**config.mk**
```make
export PLATFORM = sky130hd
export DESIGN_NAME = aec_top
export DESIGN_NICKNAME = d
export VERILOG_FILES = /design/src/include/aec_pkg.sv /design/src/design/aec_top.sv
export SDC_FILE = /design/constraint.sdc
export NUM_CORES = 1
export LEC_CHECK = 0
export BUFFER_PORTS_ARGS = -buffer_cell sky130_fd_sc_hd__buf_4
export CELL_PAD_IN_SITES_DETAIL_PLACEMENT = 2
export CELL_PAD_IN_SITES_GLOBAL_PLACEMENT = 2
export CORE_MARGIN = 1
export CORE_UTILIZATION = 43
export DETAILED_ROUTE_END_ITERATION = 7
export PLACE_DENSITY = 0.95
export SKIP_LAST_GASP = 1
export SLEW_MARGIN = 20
export SYNTH_ARGS = -nofsm -noshare
export SYNTH_HDL_FRONTEND = slang
export SYNTH_SLANG_ARGS = --single-unit
```
**constraint.sdc**
```tcl
create_clock -name clock_i -period 15.75 [get_ports clock_i]
set_clock_uncertainty 0.2 [all_clocks]
set_input_delay 0.7875 -clock clock_i [delete_from_list [all_inputs] [get_ports clock_i]]
set_output_delay 0.7875 -clock clock_i [all_outputs]
set_load 0.05 [all_outputs]
```
**src/include/aec_pkg.sv**
```systemverilog
// constants, register map and state type of the adaptive equalizer control slice
// ****************************************************************
// How it works
// - error select bits 6:4, reset all enabled
// - count errors over half relock period
// - errors above threshold step setting upward
// - single step waits full period, checks lock
// - two step: half wait, half error check
// - loop order bit swaps inner and outer search
// - filter search enable, reset one, joins search
// - upper filter limit bits 7:4, reset ten
// - lower filter limit bits 3:0, reset seven
// - limits bound filter setting in every use, unless lower exceeds upper
// - writable low byte of test pattern
// - eight bit error threshold, reset one, zero writable
// ****************************************************************
package aec_pkg;
    // ****************************************************************
    // register offsets
    // ****************************************************************
    localparam logic [7:0] ADDR_PATT_LO = 8'h3A;
    localparam logic [7:0] ADDR_RSV_3B = 8'h3B;
    localparam logic [7:0] ADDR_RSV_3C = 8'h3C;
    localparam logic [7:0] ADDR_RSV_3D = 8'h3D;
    localparam logic [7:0] ADDR_RSV_3E = 8'h3E;
    localparam logic [7:0] ADDR_RSV_3F = 8'h3F;
    localparam logic [7:0] ADDR_RSV_40 = 8'h40;
    localparam logic [7:0] ADDR_SFLT_CFG = 8'h41;
    localparam logic [7:0] ADDR_ADAPT_CTL = 8'h42;
    localparam logic [7:0] ADDR_ERR_THOLD = 8'h43;
    // ****************************************************************
    // reset values
    // ****************************************************************
    localparam logic [7:0] RST_PATT_LO = 8'h00;
    localparam logic [7:0] RST_RSV_3B = 8'h01;
    localparam logic [7:0] RST_RSV_3C = 8'h14;
    localparam logic [7:0] RST_RSV_3D = 8'h6F;
    localparam logic [7:0] RST_RSV_3E = 8'h00;
    localparam logic [7:0] RST_RSV_3F = 8'h40;
    localparam logic [7:0] RST_RSV_40 = 8'h00;
    localparam logic [7:0] RST_SFLT_CFG = 8'hA7;
    localparam logic [6:0] RST_ADAPT_CTL = 7'h71;
    localparam logic [7:0] RST_ERR_THOLD = 8'h01;
    // ****************************************************************
    // field positions of the control and filter registers
    // ****************************************************************
    localparam int ERR_SEL_HI = 6;
    localparam int ERR_SEL_LO = 4;
    localparam int TWO_STEP_BIT = 2;
    localparam int LOOP_ORDER_BIT = 1;
    localparam int FILT_EN_BIT = 0;
    localparam int UPPER_HI = 7;
    localparam int UPPER_LO = 4;
    localparam int LOWER_HI = 3;
    localparam int LOWER_LO = 0;
    // ****************************************************************
    // setting ranges
    // ****************************************************************
    localparam logic [3:0] EQ_MAX = 4'hF;
    localparam logic [3:0] FILT_MAX = 4'hE;
    localparam logic [3:0] FILT_MID = 4'h7;
    localparam logic [3:0] EQ_START = 4'h0;
    // adaptation states
    typedef enum logic [1:0] {
        ST_WAIT,
        ST_ERRCHK,
        ST_MONITOR
    } aec_state_t;
endpackage

```
**src/design/aec_top.sv**
```systemverilog
// adaptive equalizer control: register slice and error-checked adaptation machine
`timescale 1ns/1ps
module aec_top (
    // clock and reset
    input wire logic clock_i,
    input wire logic rst_b_i,
    // internal register port from the device control interface
    input wire logic [7:0] reg_addr_i,
    input wire logic reg_wr_i,
    input wire logic [7:0] reg_wdata_i,
    output logic [7:0] reg_rdata_o,
    // receiver status, same clock
    input wire logic [15:0] adapt_relock_period_i,
    input wire logic link_clock_err_i,
    input wire logic encoding_err_i,
    input wire logic parity_err_i,
    input wire logic lock_i,
    // settings towards the receiver
    output logic [3:0] eq_setting_o,
    output logic [3:0] sample_filter_o,
    output logic [15:0] fixed_test_pattern_lo_o,
    output logic adapt_locked_o
);
    // ****************************************************************
    // state
    // ****************************************************************
    typedef struct packed {
        logic [7:0] patt_lo;       // test pattern low byte
        logic [7:0] rsv_3b;        // reserved bytes, kept read/write
        logic [7:0] rsv_3c;
        logic [7:0] rsv_3d;
        logic [7:0] rsv_3e;
        logic [7:0] rsv_3f;
        logic [7:0] rsv_40;
        logic [7:0] sflt_cfg;      // upper and lower filter limits
        logic [6:0] adapt_ctl;     // bit 7 reads zero
        logic [7:0] thold;         // error threshold
        logic [7:0] rdata;         // registered read data
        aec_pkg::aec_state_t st;   // adaptation state
        logic [15:0] timer;        // window timer
        logic [15:0] err_cnt;      // accumulated errors
        logic [3:0] eq;            // equalizer setting
        logic [3:0] filt;          // sample filter setting
        logic locked;              // monitoring a good setting
    } aec_state_s_t;

    aec_state_s_t s_reg;
    aec_state_s_t s_next;

    // ****************************************************************
    // decoded controls
    // ****************************************************************
    logic [2:0] err_sel;
    logic two_step;
    logic loop_order;
    logic filt_en;
    logic [3:0] upper_lim;
    logic [3:0] lower_lim;
    logic sel_err;
    logic [15:0] full_per;
    logic [15:0] half_per;
    logic [15:0] wait_len;
    logic [3:0] step_eq;
    logic [3:0] step_filt;
    logic [3:0] filt_lo;
    logic [3:0] filt_hi;

    // control fields; bit 3 is stored for software but steers nothing here
    assign err_sel = s_reg.adapt_ctl[aec_pkg::ERR_SEL_HI:aec_pkg::ERR_SEL_LO];
    assign two_step = s_reg.adapt_ctl[aec_pkg::TWO_STEP_BIT];
    assign loop_order = s_reg.adapt_ctl[aec_pkg::LOOP_ORDER_BIT];
    assign filt_en = s_reg.adapt_ctl[aec_pkg::FILT_EN_BIT];
    assign upper_lim = s_reg.sflt_cfg[aec_pkg::UPPER_HI:aec_pkg::UPPER_LO];
    assign lower_lim = s_reg.sflt_cfg[aec_pkg::LOWER_HI:aec_pkg::LOWER_LO];
    // only errors whose class is selected count
    assign sel_err = |(err_sel & {link_clock_err_i, encoding_err_i, parity_err_i});
    // period comes from outside; a zero period is treated as one cycle
    assign full_per = (adapt_relock_period_i == 16'h0000) ? 16'h0001 : adapt_relock_period_i;
    assign half_per = (full_per[15:1] == 15'h0000) ? 16'h0001 : {1'b0, full_per[15:1]};
    assign wait_len = two_step ? half_per : full_per;
    // limits clipped to the legal range; upper below lower is software's fault
    assign filt_hi = (upper_lim > aec_pkg::FILT_MAX) ? aec_pkg::FILT_MAX : upper_lim;
    assign filt_lo = (lower_lim > filt_hi) ? filt_hi : lower_lim;

    // ****************************************************************
    // next setting of the nested search
    // ****************************************************************
    // the inner search advances each step and carries into the outer one
    always_comb begin
        step_eq = s_reg.eq;
        step_filt = s_reg.filt;
        if (!filt_en) begin
            // equalizer only; filter left where it is
            step_eq = s_reg.eq + 4'h1;
        end else if (!loop_order) begin
            // equalizer inner, filter outer
            step_eq = s_reg.eq + 4'h1;
            if (s_reg.eq == aec_pkg::EQ_MAX) begin
                step_filt = (s_reg.filt >= filt_hi) ? filt_lo : s_reg.filt + 4'h1;
            end
        end else begin
            // filter inner, equalizer outer
            step_filt = (s_reg.filt >= filt_hi) ? filt_lo : s_reg.filt + 4'h1;
            if (s_reg.filt >= filt_hi) begin
                step_eq = s_reg.eq + 4'h1;
            end
        end
    end

    // ****************************************************************
    // register writes, read mux and adaptation machine
    // ****************************************************************
    always_comb begin
        s_next = s_reg;
        // register writes
        if (reg_wr_i) begin
            if (reg_addr_i == aec_pkg::ADDR_PATT_LO) begin
                s_next.patt_lo = reg_wdata_i;
            end else if (reg_addr_i == aec_pkg::ADDR_RSV_3B) begin
                s_next.rsv_3b = reg_wdata_i;
            end else if (reg_addr_i == aec_pkg::ADDR_RSV_3C) begin
                s_next.rsv_3c = reg_wdata_i;
            end else if (reg_addr_i == aec_pkg::ADDR_RSV_3D) begin
                s_next.rsv_3d = reg_wdata_i;
            end else if (reg_addr_i == aec_pkg::ADDR_RSV_3E) begin
                s_next.rsv_3e = reg_wdata_i;
            end else if (reg_addr_i == aec_pkg::ADDR_RSV_3F) begin
                s_next.rsv_3f = reg_wdata_i;
            end else if (reg_addr_i == aec_pkg::ADDR_RSV_40) begin
                s_next.rsv_40 = reg_wdata_i;
            end else if (reg_addr_i == aec_pkg::ADDR_SFLT_CFG) begin
                s_next.sflt_cfg = reg_wdata_i;
            end else if (reg_addr_i == aec_pkg::ADDR_ADAPT_CTL) begin
                // bit 7 of the control byte is read-only, so it is dropped
                s_next.adapt_ctl = reg_wdata_i[6:0];
            end else if (reg_addr_i == aec_pkg::ADDR_ERR_THOLD) begin
                s_next.thold = reg_wdata_i;
            end
        end
        // read data follows the address one cycle later; unmapped reads zero
        if (reg_addr_i == aec_pkg::ADDR_PATT_LO) begin
            s_next.rdata = s_reg.patt_lo;
        end else if (reg_addr_i == aec_pkg::ADDR_RSV_3B) begin
            s_next.rdata = s_reg.rsv_3b;
        end else if (reg_addr_i == aec_pkg::ADDR_RSV_3C) begin
            s_next.rdata = s_reg.rsv_3c;
        end else if (reg_addr_i == aec_pkg::ADDR_RSV_3D) begin
            s_next.rdata = s_reg.rsv_3d;
        end else if (reg_addr_i == aec_pkg::ADDR_RSV_3E) begin
            s_next.rdata = s_reg.rsv_3e;
        end else if (reg_addr_i == aec_pkg::ADDR_RSV_3F) begin
            s_next.rdata = s_reg.rsv_3f;
        end else if (reg_addr_i == aec_pkg::ADDR_RSV_40) begin
            s_next.rdata = s_reg.rsv_40;
        end else if (reg_addr_i == aec_pkg::ADDR_SFLT_CFG) begin
            s_next.rdata = s_reg.sflt_cfg;
        end else if (reg_addr_i == aec_pkg::ADDR_ADAPT_CTL) begin
            s_next.rdata = {1'b0, s_reg.adapt_ctl};
        end else if (reg_addr_i == aec_pkg::ADDR_ERR_THOLD) begin
            s_next.rdata = s_reg.thold;
        end else begin
            s_next.rdata = 8'h00;
        end
        // adaptation machine
        s_next.timer = s_reg.timer + 16'h0001;
        case (s_reg.st)
            aec_pkg::ST_WAIT: begin
                s_next.locked = 1'b0;
                if (s_reg.timer >= wait_len - 16'h0001) begin
                    s_next.timer = 16'h0000;
                    s_next.err_cnt = 16'h0000;
                    if (two_step) begin
                        // first half done, now look for errors
                        s_next.st = aec_pkg::ST_ERRCHK;
                    end else if (lock_i) begin
                        // judged on the lock level at this instant
                        s_next.st = aec_pkg::ST_MONITOR;
                    end else begin
                        s_next.eq = step_eq;
                        s_next.filt = step_filt;
                    end
                end
            end
            aec_pkg::ST_ERRCHK: begin
                if (sel_err) begin
                    // any selected error rejects the setting at once
                    s_next.eq = step_eq;
                    s_next.filt = step_filt;
                    s_next.timer = 16'h0000;
                    s_next.st = aec_pkg::ST_WAIT;
                end else if (s_reg.timer >= half_per - 16'h0001) begin
                    s_next.timer = 16'h0000;
                    s_next.st = lock_i ? aec_pkg::ST_MONITOR : aec_pkg::ST_WAIT;
                    if (!lock_i) begin
                        s_next.eq = step_eq;
                        s_next.filt = step_filt;
                    end
                end
            end
            aec_pkg::ST_MONITOR: begin
                s_next.locked = 1'b1;
                // saturate rather than wrap so a storm never looks quiet
                if (sel_err && s_reg.err_cnt != 16'hFFFF) begin
                    s_next.err_cnt = s_reg.err_cnt + 16'h0001;
                end
                if (s_reg.timer >= half_per - 16'h0001) begin
                    s_next.timer = 16'h0000;
                    s_next.err_cnt = 16'h0000;
                    if (s_reg.err_cnt > {8'h00, s_reg.thold}) begin
                        s_next.eq = step_eq;
                        s_next.filt = step_filt;
                        s_next.locked = 1'b0;
                        s_next.st = aec_pkg::ST_WAIT;
                    end
                end
            end
            default: begin
                s_next.st = aec_pkg::ST_WAIT;
            end
        endcase
        // filter setting held inside the programmed limits from the edge after a limit write
        if (s_next.filt > filt_hi) begin
            s_next.filt = filt_hi;
        end else if (s_next.filt < filt_lo) begin
            s_next.filt = filt_lo;
        end
    end

    // ****************************************************************
    // state register
    // ****************************************************************
    always_ff @(posedge clock_i or negedge rst_b_i) begin
        if (!rst_b_i) begin
            s_reg <= '{patt_lo: aec_pkg::RST_PATT_LO, rsv_3b: aec_pkg::RST_RSV_3B, rsv_3c: aec_pkg::RST_RSV_3C,
                       rsv_3d: aec_pkg::RST_RSV_3D, rsv_3e: aec_pkg::RST_RSV_3E, rsv_3f: aec_pkg::RST_RSV_3F,
                       rsv_40: aec_pkg::RST_RSV_40, sflt_cfg: aec_pkg::RST_SFLT_CFG, adapt_ctl: aec_pkg::RST_ADAPT_CTL,
                       thold: aec_pkg::RST_ERR_THOLD, rdata: 8'h00, st: aec_pkg::ST_WAIT, timer: 16'h0000,
                       err_cnt: 16'h0000, eq: aec_pkg::EQ_START, filt: aec_pkg::FILT_MID, locked: 1'b0};
        end else begin
            s_reg <= s_next;
        end
    end

    // outputs straight from the state register
    assign reg_rdata_o = s_reg.rdata;
    assign eq_setting_o = s_reg.eq;
    assign sample_filter_o = s_reg.filt;
    assign fixed_test_pattern_lo_o = {8'h00, s_reg.patt_lo};
    assign adapt_locked_o = s_reg.locked;
endmodule

```
==> qor.csv <==
stage,metric,value,unit
worst_setup_path,WP data arrival,8220,ps
timing,Final Worst Setup Slack,7670,ps
worst_setup_path,worst reg2reg setup slack,7700,ps
routing,vias per cell,6.48,
synth,Synth area leader,dfrtp_1,
power_and_ir_drop,leakage power,4.58,nW
power_and_ir_drop,Pwr Density,113,nW/um2
timing,Fmax achieved,0.124,GHz
synth,"count leader, synth",dfrtp_1,
timing,endpoints failing setup,0,
synth,Post-Synth Adder-Cell Area,0.0871,
power_and_ir_drop,Max VDD drop,0.0000794,V
layout,antenna diode instance count,0,
synth,Ys Warns,0,
synth,Area contributors post-synth,"dfrtp_1, mux2_2, ha_1",
cts,clk slew on worst S/H paths,70,ps
synth,multiplexer share of the synthesized area,0.118,
routing,vias,7788,
synth,"Primary FF master, synth",dfrtp_1,
global_route,GRT overflow,0,
synth,"FF+latch count, synth",130,
worst_setup_path,CP max stage delay,600,ps
die,Die H,146,um
timing,Hold WS,223,ps
cts,clock sinks,130,
cts,hold_buf cts,0,
cts,deepest clock path buffer count,2,
synth,post-synthesis simple-gate area fraction,0.172,
timing,RSZ-0062 raised after global routing,no,
die,# rows,52,
cts,Post CTS Setup Buffer Count,0,
timing,final period utilization,0.513,
die,die area,21300,um2
synth,post-synthesis instance total,892,
cts,Root Driver,clkbuf_16,
cts,CTS resizes,0,
worst_setup_path,WS Path Type,primary input to flip-flop,
synth,sequential fraction of the synthesis area,0.368,
cts,CTS Buf Count,17,
global_route,Total Routing Usage GR,0.341,
worst_setup_path,CP top delay family,simple AND/OR/NAND/NOR gates,
timing,Final Critical Period,8080,ps
timing,Slew @ Worst Pin,1110,ps
routing,drt initial violations,577,
placement,Port-buffer cells,63,
global_route,vias in the first global route,8834,
synth,library cells used by synthesis,92,
placement,detailed placer's ending HPWL,23.4,mm
placement,final RePlAce weighted congestion,0.894,
global_route,first-pass GRT wire length,54.8,mm
timing,Slew HR,0.258,
cts,H-tree Lvls,4,
worst_setup_path,R2R Path End,sample_filter_o[1]$_DFF_PN1_,
global_route,largest net degree at the start of global routing,71,
worst_setup_path,crit path launch type,primary input,
synth,post-synth top area share,0.300,
timing,Slew Limit Fails,0,
die,core area,20300,um2
outcome,status,"finished, final reports clean",
layout,fill count,2058,
timing,"Hold Vio Cnt, Final",0,
worst_setup_path,Crit path required time,15880,ps
routing,drt wl/cell,29.3,um
routing,post-route ant nets,0,
die,Initial Utilization,0.439,
synth,Post-synth EDFFs,0,
routing,Detailed Routing Iterations Pass 1,4,
timing,Setup TNS,0,ps
worst_setup_path,Worst setup endpoint,sample_filter_o[1]$_DFF_PN1_,
synth,xor-xnor portion of the synthesized cell area,0.0423,
synth,Post-synth top cells,"dfrtp_1, nor2_1, mux2_2",
worst_setup_path,crit end category,flip-flop,
routing,DRC viols,0,
synth,Mean Syn Cell Area,9.99,um2
cts,clk_lat worst skew,450,ps
min_path,Worst Hold Class,primary input to asynchronous set/reset pin,
synth,asr flop ratio synth,1.00,
job,Max Cap Violations,0,
layout,max reg flops,96,
worst_setup_path,crit path from,adapt_relock_period_i[12],
layout,final core occ,0.491,
placement,dpl ws,7620,ps
die,I/O pin count,72,
worst_setup_path,R2R Path Start,s_reg[61]$_DFFE_PN0P_,
cts,CTS tree,done,
worst_setup_path,Critical Path Most Common Cell,ha_1,
worst_setup_path,critical path depth in cells,31,
routing,WL final,35.2,mm
synth,largest family of logic cells by synthesized area,simple AND/OR/NAND/NOR gates,
synth,compound-gate portion of the synthesized area,0.154,
worst_setup_path,FF-to-FF path depth,28,
layout,Layout area overhead,11.8,%
layout,final net count,1019,
synth,area of the mapped netlist,8910,um2
die,Die Wd,146,um
layout,share of layout cells above drive strength 1,0.258,
worst_setup_path,CP Buf/Inv Count,1,
global_route,initial antenna violation count,0,
worst_setup_path,Slowest cell on crit path,a41oi_1,
worst_setup_path,critical-path maximum fanout,8,
[metal layers]
layer / global-route usage / part of all wire / routed length [um] / vias to the layer above
met1: 0.414 / 0.41 / 14300 / 4050
met3: 0.0696 / 0.049 / 1740 / 120
li1: - / - / - / 3287
met2: 0.581 / 0.50 / 17700 / 331
met4: 0.158 / 0.040 / 1420 / 0
met5: 0 / 0 / 0 / -
[cell families after synthesis]
logic type      Yosys count
flops                   130
mux                      88
buf+inv                 101
compound gates          182
xor+xnor                 43
other cells               2
simple gates            284
fa+ha+maj                62
[where the power goes]
part	switching [mW]	leakage [nW]	internal, mW
Combinational	0.215	2.63	0.109
Clock	0.181	0.274	0.222
Sequential	0.0373	1.67	0.364
[stage by stage]
step           power (mW)  instances  instance area [um2]
2_1_floorplan       0.607        899                 8940
3_3_place_gp        0.673       1169                 9390
3_5_place_dp        0.710       1169                 9390
4_1_cts              1.12       1201                 9960
5_1_grt              1.17       1201                 9960
6_report             1.13       1201                 9960
[cell type report]
cell class	count	area, um2	area share
repair buffers	67	503	0.0505
multi-input cells	668	5140	0.516
clock buffers	17	425	0.0427
clock inverters	15	148	0.0148
inverters	34	128	0.0128
flip-flops and latches	130	3280	0.329
well taps	270	338	0.0339
[layout by cell type (no fill, tap or decap), types with 4 or more instances in the layout]
master	instances
dfrtp_1	107
and3_1	13
nor2_1	76
a221o_1	5
a22o_1	5
mux2_2	74
a22oi_1	13
nor3_1	16
mux4_2	6
nor2b_1	10
inv_1	32
nand4_1	19
xnor2_1	13
nand2b_1	7
o211ai_1	4
nand2_1	64
nor4_4	5
inv_6	7
a211o_1	4
a211oi_1	4
nand3_1	31
a31oi_1	13
o21ai_0	34
a21oi_1	28
buf_4	67
nor4_1	5
mux2i_1	8
xor2_1	30
dfstp_2	23
a21o_1	16
conb_1	9
and4_1	4
ha_1	62
clkbuf_16	17
o21a_1	10
[worst min path at each step]
stage	slack, ps	from	endpoint	cells after the start
finish	220	rst_b_i	fixed_test_pattern_lo_o[2]$_DFFE_PN0P_	1
global route	270	rst_b_i	s_reg[116]$_DFFE_PN0P_	1
CTS	250	rst_b_i	fixed_test_pattern_lo_o[0]$_DFFE_PN0P_	1
detailed placement	310	s_reg[75]$_DFFE_PN0P_	s_reg[75]$_DFFE_PN0P_	1
global placement	280	s_reg[78]$_DFFE_PN0P_	s_reg[78]$_DFFE_PN0P_	1
floorplan	260	eq_setting_o[3]$_DFFE_PN0P_	eq_setting_o[3]$_DFFE_PN0P_	1
Note: power is estimated with default switching activity, not from simulation.
